==> src/ihd_consts.vh <==
// Purpose: Constants for the ingress header decoder
// Assumes: APB byte addresses, one aligned 32-bit word per register
// Notes: Included by ihd_decoder.v
`ifndef IHD_CONSTS_VH
`define IHD_CONSTS_VH
// ----------------------------------------
// Register byte offsets
// ----------------------------------------
`define IHD_OFF_CFG 8'h00
`define IHD_OFF_FILTER 8'h04
`define IHD_OFF_MAP0 8'h08
`define IHD_OFF_MAP1 8'h0C
`define IHD_OFF_MAP2 8'h10
`define IHD_OFF_MAP3 8'h14
`define IHD_OFF_STATUS 8'h18
`define IHD_OFF_PARCNT 8'h1C
`define IHD_OFF_DROPCNT 8'h20
// ----------------------------------------
// Configuration fields
// ----------------------------------------
`define IHD_CFG_MODE512 0
`define IHD_CFG_PAIRED 1
`define IHD_CFG_BEEN 2
`define IHD_CFG_NPRIO_LO 4
`define IHD_CFG_NPRIO_HI 5
`define IHD_CFG_RST 32'h0000_0030
`define IHD_FILTER_RST 32'h0000_0000
// ----------------------------------------
// Qualifier byte fields
// ----------------------------------------
`define IHD_Q_EXT 0
`define IHD_Q_PAR 1
`define IHD_Q_PROT_LO 2
`define IHD_Q_PROT_HI 3
`define IHD_Q_BE 4
`define IHD_Q_GRANT 5
`define IHD_Q_PRIO_LO 6
`define IHD_Q_PRIO_HI 7
// ----------------------------------------
// Protection codes and flywheel limits
// ----------------------------------------
`define IHD_PROT_IDLE 2'h0
`define IHD_PROT_BACKUP 2'h1
`define IHD_PROT_ACTIVE 2'h2
`define IHD_SUB_LAST 3'h4
`endif

==> src/ihd_decoder.v <==
// Purpose: Decode ingress packet headers and map destinations to physical ports
// Assumes: Header bytes arrive at most one per cycle, qualified by hdrByteValid, with a start strobe on the qualifier
// Notes: Registers over APB, zero wait states
//
// Function
// - Qualifier byte field layout is fixed
// - Extended bit selects lower or upper half
// - Protection 00 is idle, no filtering
// - Backup filters bitmap, active leaves it
// - Route filtered bitmap, drop if zero
// - Control detected before filter is applied
// - All-zero bitmap means control packet
// - Best-effort flag only when discard enabled
// - Drop best-effort only, never guaranteed traffic
// - High channel bit 5 is send grant
// - Low channel bit 5 is subport grant
// - Priority bits 6:7, 00 highest
// - Control packets ignore priority field
// - Each set bit enqueues to that port
// - Logical to physical mapping within subswitch
// - 256 mode: first byte, half by select
// - 512 mode: two bytes, half by select
// - Second bitmap byte only in 512 mode
// - Paired mode: bit n to 2n, 2n+1; the code applies it in 256 mode only
// - Grant priority flywheel advances and wraps
//
// Our own choices: the address map and the APB interface to the registers.
`timescale 1ns/10ps
`include "ihd_consts.vh"

module ihd_decoder #(
  parameter PORTS = 32,
  parameter CNT_W = 16
) (
  // Clock and reset
  input wire ref_clk,
  input wire rst,
  // APB slave
  input wire psel,
  input wire penable,
  input wire pwrite,
  input wire [7:0] paddr,
  input wire [31:0] pwdata,
  output wire pready,
  output reg [31:0] prdata,
  output wire pslverr,
  // Header byte stream
  input wire hdrStart,
  input wire hdrByteValid,
  input wire [7:0] hdrByte,
  input wire highChannel,
  input wire congested,
  // Decoded packet
  output reg decValid,
  output reg [PORTS-1:0] destPorts,
  output reg [1:0] pktPriority,
  output reg isControl,
  output reg isIdle,
  output reg dropPkt,
  output reg parityErr,
  // Grant report
  output reg grantValid,
  output reg grantBit,
  output reg grantIsSubport,
  output reg [1:0] grantPrio,
  output reg [2:0] grantSubType
);

  // ----------------------------------------
  // States
  // ----------------------------------------
  localparam [2:0] ST_WAIT = 3'h1;
  localparam [2:0] ST_B1 = 3'h2;
  localparam [2:0] ST_B2 = 3'h4;

  // ----------------------------------------
  // Configuration registers, counters and flywheels
  // ----------------------------------------
  reg [31:0] cfg_q;
  reg [31:0] filter_q;
  reg [2:0] map_q [0:PORTS-1];
  reg [CNT_W-1:0] parCnt_q;
  reg [CNT_W-1:0] dropCnt_q;
  reg [1:0] prioWheel_q;
  reg [2:0] subWheel_q;

  wire mode512 = cfg_q[`IHD_CFG_MODE512];
  wire paired = cfg_q[`IHD_CFG_PAIRED];
  wire beEnable = cfg_q[`IHD_CFG_BEEN];
  wire [1:0] numPrio = cfg_q[`IHD_CFG_NPRIO_HI:`IHD_CFG_NPRIO_LO];

  wire wrEn = psel & penable & pwrite;
  wire rdSetup = psel & ~penable & ~pwrite;
  wire addrOk = (paddr[1:0] == 2'h0) && (paddr <= `IHD_OFF_DROPCNT);

  assign pready = 1'b1;
  assign pslverr = psel & penable & ~addrOk;

  integer kb, kr, km;

  // ----------------------------------------
  // Header capture state
  // ----------------------------------------
  reg [2:0] state_q;
  reg [2:0] state_d;
  reg [7:0] qual_q;
  reg [7:0] first_q;
  reg [1:0] capPrio_q;
  reg [2:0] capSub_q;
  reg capHigh_q;
  reg doDecode;
  reg [7:0] secondByte;

  always @* begin
    state_d = state_q;
    doDecode = 1'b0;
    secondByte = 8'h00;
    case (state_q)
      ST_WAIT: begin
        state_d = ST_WAIT;
      end
      ST_B1: begin
        if (hdrByteValid) begin
          if (mode512) begin
            state_d = ST_B2;
          end else begin
            state_d = ST_WAIT;
            doDecode = 1'b1;
          end
        end
      end
      ST_B2: begin
        if (hdrByteValid) begin
          state_d = ST_WAIT;
          doDecode = 1'b1;
          secondByte = hdrByte;
        end
      end
      default: begin
        state_d = ST_WAIT;
      end
    endcase
    // A fresh start always restarts capture
    if (hdrStart && hdrByteValid) begin
      state_d = ST_B1;
      doDecode = 1'b0;
    end
  end

  // ----------------------------------------
  // Bitmap assembly, filter and mapping
  // ----------------------------------------
  wire [7:0] firstByte = (state_q == ST_B1) ? hdrByte : first_q;
  wire extSel = qual_q[`IHD_Q_EXT];
  wire [1:0] prot = qual_q[`IHD_Q_PROT_HI:`IHD_Q_PROT_LO];
  reg [31:0] logBitmap;
  reg [31:0] filtBitmap;
  reg [31:0] mapped;
  reg [31:0] phys;
  reg parityBad;
  reg isCtl;
  reg isIdl;
  reg beDrop;
  reg drop;

  always @* begin
    logBitmap = 32'h0000_0000;
    if (mode512) begin
      if (extSel) begin
        logBitmap = {secondByte, firstByte, 16'h0000};
      end else begin
        logBitmap = {16'h0000, secondByte, firstByte};
      end
    end else begin
      if (extSel) begin
        logBitmap = {16'h0000, firstByte, 8'h00};
      end else begin
        logBitmap = {24'h00_0000, firstByte};
      end
    end
    // Even parity over all header bytes, parity bit included
    parityBad = ^{qual_q, firstByte, (mode512 ? secondByte : 8'h00)};
    isIdl = (prot == `IHD_PROT_IDLE);
    // Control is judged on the raw bitmap, before filtering
    isCtl = ~isIdl & (logBitmap == 32'h0000_0000);
    if (prot == `IHD_PROT_BACKUP) begin
      filtBitmap = logBitmap & ~filter_q;
    end else begin
      filtBitmap = logBitmap;
    end
    if (isIdl) begin
      filtBitmap = 32'h0000_0000;
    end
    mapped = 32'h0000_0000;
    for (kb = 0; kb < PORTS; kb = kb + 1) begin
      if (filtBitmap[kb]) begin
        mapped[{kb[4:3], map_q[kb]}] = 1'b1;
      end
    end
    phys = mapped;
    if (paired && !mode512) begin
      for (kb = 0; kb < 16; kb = kb + 1) begin
        phys[2*kb] = mapped[kb];
        phys[2*kb+1] = mapped[kb];
      end
    end
    // Discard only packets flagged best effort, never guaranteed ones
    beDrop = beEnable & qual_q[`IHD_Q_BE] & congested & ~isCtl & ~isIdl;
    drop = parityBad | beDrop | (~isCtl & ~isIdl & (filtBitmap == 32'h0000_0000));
  end

  // ----------------------------------------
  // Capture and flywheels
  // ----------------------------------------
  always @(posedge ref_clk or posedge rst) begin
    if (rst) begin
      state_q <= ST_WAIT;
      qual_q <= 8'h00;
      first_q <= 8'h00;
      capPrio_q <= 2'h0;
      capSub_q <= 3'h0;
      capHigh_q <= 1'b0;
      prioWheel_q <= 2'h0;
      subWheel_q <= 3'h0;
    end else begin
      state_q <= state_d;
      if (hdrStart && hdrByteValid) begin
        qual_q <= hdrByte;
        capPrio_q <= prioWheel_q;
        capSub_q <= subWheel_q;
        capHigh_q <= highChannel;
        // One header start per packet cycle
        if (prioWheel_q >= numPrio) begin
          prioWheel_q <= 2'h0;
          if (subWheel_q >= `IHD_SUB_LAST) begin
            subWheel_q <= 3'h0;
          end else begin
            subWheel_q <= subWheel_q + 3'h1;
          end
        end else begin
          prioWheel_q <= prioWheel_q + 2'h1;
        end
      end
      if (state_q == ST_B1 && hdrByteValid && !hdrStart) begin
        first_q <= hdrByte;
      end
    end
  end

  // ----------------------------------------
  // Decoded outputs
  // ----------------------------------------
  always @(posedge ref_clk or posedge rst) begin
    if (rst) begin
      decValid <= 1'b0;
      destPorts <= {PORTS{1'b0}};
      pktPriority <= 2'h0;
      isControl <= 1'b0;
      isIdle <= 1'b0;
      dropPkt <= 1'b0;
      parityErr <= 1'b0;
      grantValid <= 1'b0;
      grantBit <= 1'b0;
      grantIsSubport <= 1'b0;
      grantPrio <= 2'h0;
      grantSubType <= 3'h0;
    end else begin
      decValid <= doDecode;
      grantValid <= doDecode & ~parityBad;
      parityErr <= doDecode & parityBad;
      if (doDecode) begin
        destPorts <= drop ? {PORTS{1'b0}} : phys[PORTS-1:0];
        // Control packets carry no priority
        pktPriority <= isCtl ? 2'h0 : qual_q[`IHD_Q_PRIO_HI:`IHD_Q_PRIO_LO];
        isControl <= isCtl;
        isIdle <= isIdl;
        dropPkt <= drop;
        grantBit <= qual_q[`IHD_Q_GRANT];
        grantIsSubport <= ~capHigh_q;
        grantPrio <= capPrio_q;
        grantSubType <= capSub_q;
      end
    end
  end

  // ----------------------------------------
  // Counters
  // ----------------------------------------
  wire dropWr = wrEn && (paddr == `IHD_OFF_DROPCNT);
  wire parWr = wrEn && (paddr == `IHD_OFF_PARCNT);
  wire doDrop = doDecode & drop;
  wire doPar = doDecode & parityBad;

  always @(posedge ref_clk or posedge rst) begin
    if (rst) begin
      parCnt_q <= {CNT_W{1'b0}};
      dropCnt_q <= {CNT_W{1'b0}};
    end else begin
      // A count event in the clearing cycle is kept
      if (doPar) begin
        parCnt_q <= parWr ? {{(CNT_W-1){1'b0}}, 1'b1} : parCnt_q + 1'b1;
      end else if (parWr) begin
        parCnt_q <= {CNT_W{1'b0}};
      end
      if (doDrop) begin
        dropCnt_q <= dropWr ? {{(CNT_W-1){1'b0}}, 1'b1} : dropCnt_q + 1'b1;
      end else if (dropWr) begin
        dropCnt_q <= {CNT_W{1'b0}};
      end
    end
  end

  // ----------------------------------------
  // APB register file
  // ----------------------------------------
  always @(posedge ref_clk or posedge rst) begin
    if (rst) begin
      cfg_q <= `IHD_CFG_RST;
      filter_q <= `IHD_FILTER_RST;
      for (kr = 0; kr < PORTS; kr = kr + 1) begin
        map_q[kr] <= kr[2:0];
      end
    end else if (wrEn) begin
      case (paddr)
        `IHD_OFF_CFG: cfg_q <= {26'h0, pwdata[5:4], 1'b0, pwdata[2:0]};
        `IHD_OFF_FILTER: filter_q <= pwdata;
        `IHD_OFF_MAP0, `IHD_OFF_MAP1, `IHD_OFF_MAP2, `IHD_OFF_MAP3: begin
          for (kr = 0; kr < 8; kr = kr + 1) begin
            map_q[{paddr[3:2] + 2'h2, kr[2:0]}] <= pwdata[4*kr +: 3];
          end
        end
        default: begin
          cfg_q <= cfg_q;
        end
      endcase
    end
  end

  // Read data is latched in setup so the access phase needs no wait
  reg [31:0] rdMux;
  reg [4:0] mapBase;
  always @* begin
    rdMux = 32'h0000_0000;
    mapBase = {paddr[3:2] + 2'h2, 3'h0};
    case (paddr)
      `IHD_OFF_CFG: rdMux = cfg_q;
      `IHD_OFF_FILTER: rdMux = filter_q;
      `IHD_OFF_MAP0, `IHD_OFF_MAP1, `IHD_OFF_MAP2, `IHD_OFF_MAP3: begin
        for (km = 0; km < 8; km = km + 1) begin
          rdMux[4*km +: 3] = map_q[mapBase + km[4:0]];
        end
      end
      `IHD_OFF_STATUS: rdMux = {24'h00_0000, 1'b0, state_q, 1'b0, subWheel_q} |
                               {22'h0, prioWheel_q, 8'h00};
      `IHD_OFF_PARCNT: rdMux = {{(32-CNT_W){1'b0}}, parCnt_q};
      `IHD_OFF_DROPCNT: rdMux = {{(32-CNT_W){1'b0}}, dropCnt_q};
      default: rdMux = 32'h0000_0000;
    endcase
  end

  always @(posedge ref_clk or posedge rst) begin
    if (rst) begin
      prdata <= 32'h0000_0000;
    end else if (rdSetup) begin
      prdata <= rdMux;
    end
  end

endmodule // ihd_decoder

==> config.mk <==
export PLATFORM = sky130hd
export DESIGN_NAME = ihd_decoder
export DESIGN_NICKNAME = d
export VERILOG_FILES = /design/src/ihd_decoder.v
export VERILOG_INCLUDE_DIRS = /design/src
export SDC_FILE = /design/constraint.sdc
export NUM_CORES = 1
export LEC_CHECK = 0
export BUFFER_PORTS_ARGS = -buffer_cell sky130_fd_sc_hd__buf_2
export CAP_MARGIN = 20
export CORE_AREA = 2 2 181 183
export DETAILED_ROUTE_END_ITERATION = 10
export DIE_AREA = 0 0 183 185
export PLACE_DENSITY = 0.76
export SLEW_MARGIN = 15
export SYNTH_ARGS = -nofsm -noshare
export SYNTH_HDL_FRONTEND = slang
export SYNTH_SLANG_ARGS = --single-unit
==> constraint.sdc <==
create_clock -name ref_clk -period 10.1 [get_ports ref_clk]
set_clock_uncertainty 0.1 [all_clocks]
set_input_delay 0.505 -clock ref_clk [delete_from_list [all_inputs] [get_ports ref_clk]]
set_output_delay 0.505 -clock ref_clk [all_outputs]
set_load 0.01 [all_outputs]
### Yosys cells after proc, flatten, opt, wreduce, memory -nomap -nowiden

Cells that the tools add are included.

* register bits: 274
* output and inout port bits: 81

* add/subtract/negate cells: 12
* magnitude comparators: 90
* eq/ne operators: 13
* muxes and demuxes: 190
* bitwise gates (word level): 73
* reduce and logical (&&, ||, !) cells: 63

Operator list (count)
* 32-bit two-way mux: 37
* 96-bit bitwise mux: 8
* 32-bit by 16-bit bitwise OR with 32-bit output: 8
* 32-bit by 24-bit bitwise OR with 32-bit output: 8
* 32-bit bitwise OR: 8
* 32-bit by 8-bit bitwise OR with 32-bit output: 7
* 3-bit binary-select mux with 5-bit select: 8
* 3-bit demux with 5-bit select: 8
* 16-bit two-way mux: 7
* 1-bit demux with 3-bit select: 32
* 5-bit by 6-bit < comparator with 1-bit output (second input constant): 16
* 6-bit greater-or-equal comparator (second input constant): 15
* 5-bit inverter with 6-bit output: 15
* 3-bit two-way mux: 29
* 5-bit by 1-bit greater-or-equal comparator with 1-bit output (second input constant): 16
* 32-bit logical NOT: 2
* 3-bit by 6-bit < comparator with 1-bit output (second input constant): 8
* 4-bit by 6-bit < comparator with 1-bit output (second input constant): 8
* 6-bit by 1-bit < comparator with 1-bit output (second input constant): 8
* 1-bit logical AND: 47
* 8-bit two-way mux: 5
* 1-bit two-way mux: 36
* 3-bit one-hot mux with 3 select lines: 4
* 3-bit one-hot mux with 6 select lines: 2
* 38 further kinds: 99

### Longest topological paths before layout

* word-level depth: 72
* gate-level depth with buffers: 15
* gate-level depth less buffers: 11

### Worst setup path before layout

No wires, ideal clock.

* path type: register to register
* from: register state_q[0]
* to: register dropCnt_q[15]
* library setup time: 0.078 ns
* data arrival time: 3.193 ns
* required time: 9.922 ns
* slack: 6.729 ns
* stages on the path, launching flop included: 13
* period minus slack after synthesis: 3.371 ns
* cells stage by stage: dfstp_2 -> buf_6 -> nor3b_1 -> clkbuf_1 -> mux2i_1 -> o22ai_1 -> o211ai_1 -> or4b_4 -> o31ai_4 -> a31oi_2 -> buf_6 -> or4_1 -> a21oi_1

* longest elaborated chain between the ends: 13
* elaborated cells between the ends (all ways): 27
* those cells by class: eq/ne (2); mux (11); bitwise (10); reduce/logical (4)

RTL lines
* from (decl): RTL line ihd_decoder.v:104 `reg [2:0] state_q;`
* from (signal assigned): RTL line ihd_decoder.v:226 `state_q <= state_d;`
* 3-bit by 2-bit equality test with 1-bit output or 3-bit equality test (tied branches): RTL line ihd_decoder.v:118, ihd_decoder.v:153
* 8-bit two-way mux, on equally long branches: RTL line ihd_decoder.v:153, ihd_decoder.v:118
* 16-bit two-way mux or 32-bit two-way mux (tied branches): RTL line ihd_decoder.v:175, ihd_decoder.v:169
* 32-bit two-way mux: RTL line ihd_decoder.v:168 `if (mode512) begin`
* 32-bit logical NOT: RTL line ihd_decoder.v:185 `isCtl = ~isIdl & (logBitmap == 32'h0000_0000);`
* 1-bit AND: RTL line ihd_decoder.v:185
* 1-bit inverter: RTL line ihd_decoder.v:208, ihd_decoder.v:209
* 1-bit AND (2 in a row): RTL line ihd_decoder.v:208 `` beDrop = beEnable & qual_q[`IHD_Q_BE] & congested & ~isCtl & ~isIdl; ``
* 1-bit bitwise OR (2 in a row): RTL line ihd_decoder.v:209 `drop = parityBad | beDrop | (~isCtl & ~isIdl & (filtBitmap == 32'h0000_0000));`
* 1-bit AND (*): RTL line ihd_decoder.v:291 `wire doDrop = doDecode & drop;`
* 16-bit two-way mux or 2-bit nonzero test (tied branches)
* to (signal assigned): RTL line ihd_decoder.v:297 `dropCnt_q <= {CNT_W{1'b0}};`
* to (signal assigned): RTL line ihd_decoder.v:306 `dropCnt_q <= dropWr ? {{(CNT_W-1){1'b0}}, 1'b1} : dropCnt_q + 1'b1;`
* to (signal assigned): RTL line ihd_decoder.v:308 `dropCnt_q <= {CNT_W{1'b0}};`
* to (decl): RTL line ihd_decoder.v:83 `reg [CNT_W-1:0] dropCnt_q;`

Mark *: on every way between the ends. The rest lies on a longest branch, timed or not.
A chain may end at the register's enable or synchronous reset.

### Final worst setup path

* from: register state_q[0]
* to: register dropCnt_q[13]

The elaborated chain is that of the path after synthesis.

==> summary.md <==
| Metric | Value |
|---|---|
| Total gr overflow | `0` |
| Final ANT Viol Nets | `0` |
| Failing checks | `negative hold slack` |
| Final period util | `40.68%` |
| Synthesized flop and latch total | `274` |
| WL per Instance | `between 20 and 30 um` |
| Max Cap Viol | `0` |
| Fin nets | `approximately 1.7k` |
| Vert. Die Dim | `around 190 um` |
| Worst slack, placed | `5883 ps` |
| Post-cts resize count | `0` |
| Cell area after synthesis | `15830 um2` |
| Post-Synth Adder-Cell Area | `0.6323%` |
| N_diodes | `0` |
| Skew-Pair Late Insertion Delay | `roughly 580 ps` |
| DRT iter0 DRCs | `1919` |
| Root buf cell | `clkbuf_16` |
| Storage element area | `a little under 7000 um2` |
| CP peak stage delay | `650 ps` |
| WHS | `-4.854 ps` |
| Multi-input gate area in the final layout | `~8400 um2` |
| Clock sink count | `274` |
| Final setup fails | `0` |
| Max Buffers Root-to-Sink | `3` |
| Worst EP required | `10500 ps` |
| First-pass GRT wire length | `87.24 mm` |
| P per Cell Area | `167.3 nW/um2` |
| Initial antenna violation count | `1` |
| Crit Path Category | `register to register` |
| Synth Area in Compound Gates | `14.87%` |
| Drt pass-1 iters | `7` |
| Die width | `183 um` |
| Synth async-reset ratio | `100.0%` |
| Avg Cell Area, Syn | `roughly 9.9 um2` |
| FP Rows | `66` |
| Prevailing post-synth register cell | `dfrtp_1` |
| Cells after synthesis | `around 1.6k` |
| Ys Warns | `0` |
| Tmin final | `between 4000 and 5000 ps` |
| Worst VDD drop | `0.1404 mV` |
| Main combinational cell family by area after synthesis | `simple AND/OR/NAND/NOR gates` |
| Reg2reg end | `dropCnt_q[13]` |
| Synth area leaders | `dfrtp_1 (35%), mux2_2 (11%), dfstp_2 (8.5%)` |
| Mux share of post-synthesis cell area | `between 10 and 15%` |
| Setup crit end kind | `register` |
| Io pins | `138` |
| Area grow syn2layout | `12.87%` |
| Register area share after synthesis | `43.71%` |
| Vias in the first global route | `13.64k` |
| Overall Global Routing Usage | `34.46%` |
| HPWL Detailed | `42.59 mm` |
| Hold-fix buffers, CTS | `0` |
| Die Footprint | `roughly 34000 um2` |
| Post-CTS setup buffer count | `0` |
| Setup WS post-layout | `about 6000 ps` |
| Flop2flop setup slack | `5990 ps` |
| Filler cell count | `roughly 2.8k` |
| Placer Congestion | `0.9974` |
| Top-count cell post-synth | `dfrtp_1` |
| DRC | `0` |
| Synth Area in XOR/XNOR | `1.604%` |
| Startpoint types | `register` |
| Worst hold path type | `input pin to asynchronous set/reset pin` |
| Via count | `about 14k` |
| Slowest cell on crit path | `or3b_1` |
| H-tree Lvls | `1` |
| Total CTS buffers | `30` |
| Crit Path Max Fanout | `31` |
| Tightest Pin Transition | `1246 ps` |
| Worst R2R Start | `state_q[0]` |
| Number of synthesized flops with an enable pin | `0` |
| Synth Net Count | `around 1.7k` |
| Yosys top cell area share | `35.25%` |
| Biggest area consumer among synthesized cells | `dfrtp_1` |
| Post-synth cell types | `~70` |
| WP data arrival | `4510 ps` |
| Worst r2r path cells | `9` |
| Max-slew headroom | `16.15%` |
| Leak pwr | `7.603 nW` |
| Synth Area in Simple Gates | `20.59%` |
| Final slew viol count | `0` |
| Vias/cell | `6.797` |
| Status | `complete, but fails checks` |
| Starting density of the core | `roughly half` |
| Setup_tns | `0 ps` |
| Most frequent cells after synthesis | `dfrtp_1 (223), nand2_1 (174), mux2_2 (148)` |
| Unrepaired setup endpoints after global routing | `false` |
| I/O Buffers | `136` |
| Clk slew on worst S/H paths | `60 ps` |
| Crit path cell chain | `or3b_1 > mux2i_4 > o32ai_2 > a21o_1 > or4b_4 > o31ai_4 > a31oi_4 > or4_1 > a21oi_1` |
| Fin. Hold Viols | `4` |
| WL final | `58.18 mm` |
| Placeable Area | `roughly 32000 um2` |
| Fmax | `243.4 MHz` |
| Largest net degree at the start of global routing | `162` |
| CTS tree | `done` |
| Share of cells above drive strength 1 | `26.52%` |
-- cell usage in the layout (no fill, tap or decap), types with 17 or more instances in the layout --
cell type  count
nor2b_1       24
o31ai_1       18
nand3b_1      28
nor4_1        28
nand2_1      173
a32o_1        24
dfstp_2       51
dfrtp_1      223
mux4_2        25
nor3b_1       34
mux2_2       148
a221oi_1      22
or3_1         23
xnor2_1       24
a211oi_1      17
nand3_1       57
inv_1         33
nor3_1        56
buf_2        136
a31oi_1       17
o22ai_1       24
buf_4         18
clkbuf_16     30
a21oi_1       43
nor2_1       105
o21ai_0       47
nand2b_1      31
-- state kept, by name (all words and copies together) (netlist names), 5 cells and up --
signal and cells:
destPorts 32, map_q 96, parCnt_q 16, cfg_q 5
qual_q 8, dropCnt_q 16, first_q 8, prdata 32
filter_q 32
-- kinds of logic (layout without fill, tap and decap cells) --
| family | count (synthesis) | after routing |
|---|---|---|
| compound gates | 321 | 321 |
| xor+xnor | 29 | 29 |
| fa+ha+maj | 8 | 8 |
| buf+inv | 148 | 247 |
| flops | 274 | 274 |
| mux | 184 | 184 |
| other cells | 1 | 1 |
| simple gates | 633 | 633 |
-- critical path: cells and delay by family, from the launching register on --
kind	cells	cell delay, ps
AOI/OAI and AO/OA	5	1100
DFF	1	610
muxes	1	410
and+or+nand+nor	3	1790
-- worst max path at each step --
stage,startpoint,to,depth (start not counted)
final,state_q[0],dropCnt_q[13],9
after global routing,state_q[0],dropCnt_q[13],9
after CTS,state_q[0],dropCnt_q[13],9
after detailed placement,state_q[0],dropCnt_q[8],9
after global placement,state_q[0],dropCnt_q[9],9
after floorplan,rst,capHigh_q,1
-- metal layers --
| layer | track usage (%) | up-vias | part of all wire [%] |
|---|---|---|---|
| met5 | 0 | - | 0.024 |
| met4 | 17.98 | 2 | 5.7 |
| met3 | 7.039 | 159 | 9.7 |
| met2 | 50.83 | 817 | 43 |
| met1 | 48.04 | 7200 | 41 |
| li1 | - | 6129 | - |
-- per-stage QoR --
stage                     cell area, um2  hold WS [ps]  cells  power (mW)  util (%)
after global placement             16750         343.9   2047       1.782     52.26
after detailed placement           16750         353.3   2047       1.794     52.28
after floorplan                    15830         333.1   1598       1.601         -
final                              17870        -4.854   2105       2.989     55.77
after global routing               17870         54.64   2105       3.100     55.77
after CTS                          17830         16.80   2103       2.991     55.65
-- power by group --
part / switching (mW) / total (mW) / leakage (nW) / internal (mW)
Combinational: 0.306 / 0.506 / 3.57 / 0.199
Sequential: 0.0999 / 1.28 / 3.52 / 1.18
Clock: 0.475 / 1.20 / 0.517 / 0.725
Total: 0.881 / 2.99 / 7.60 / 2.11
-- layout make-up --
cell class                 count  area share [%]
tap                          408           2.857
multi-input combinational   1176           46.80
sequential                   274           38.73
clock buffer                  43           4.867
inverter                      35          0.7773
clock inverter                13           1.183
timing repair buffer         156           4.790
No activity file was read; power rests on OpenSTA's default activity.
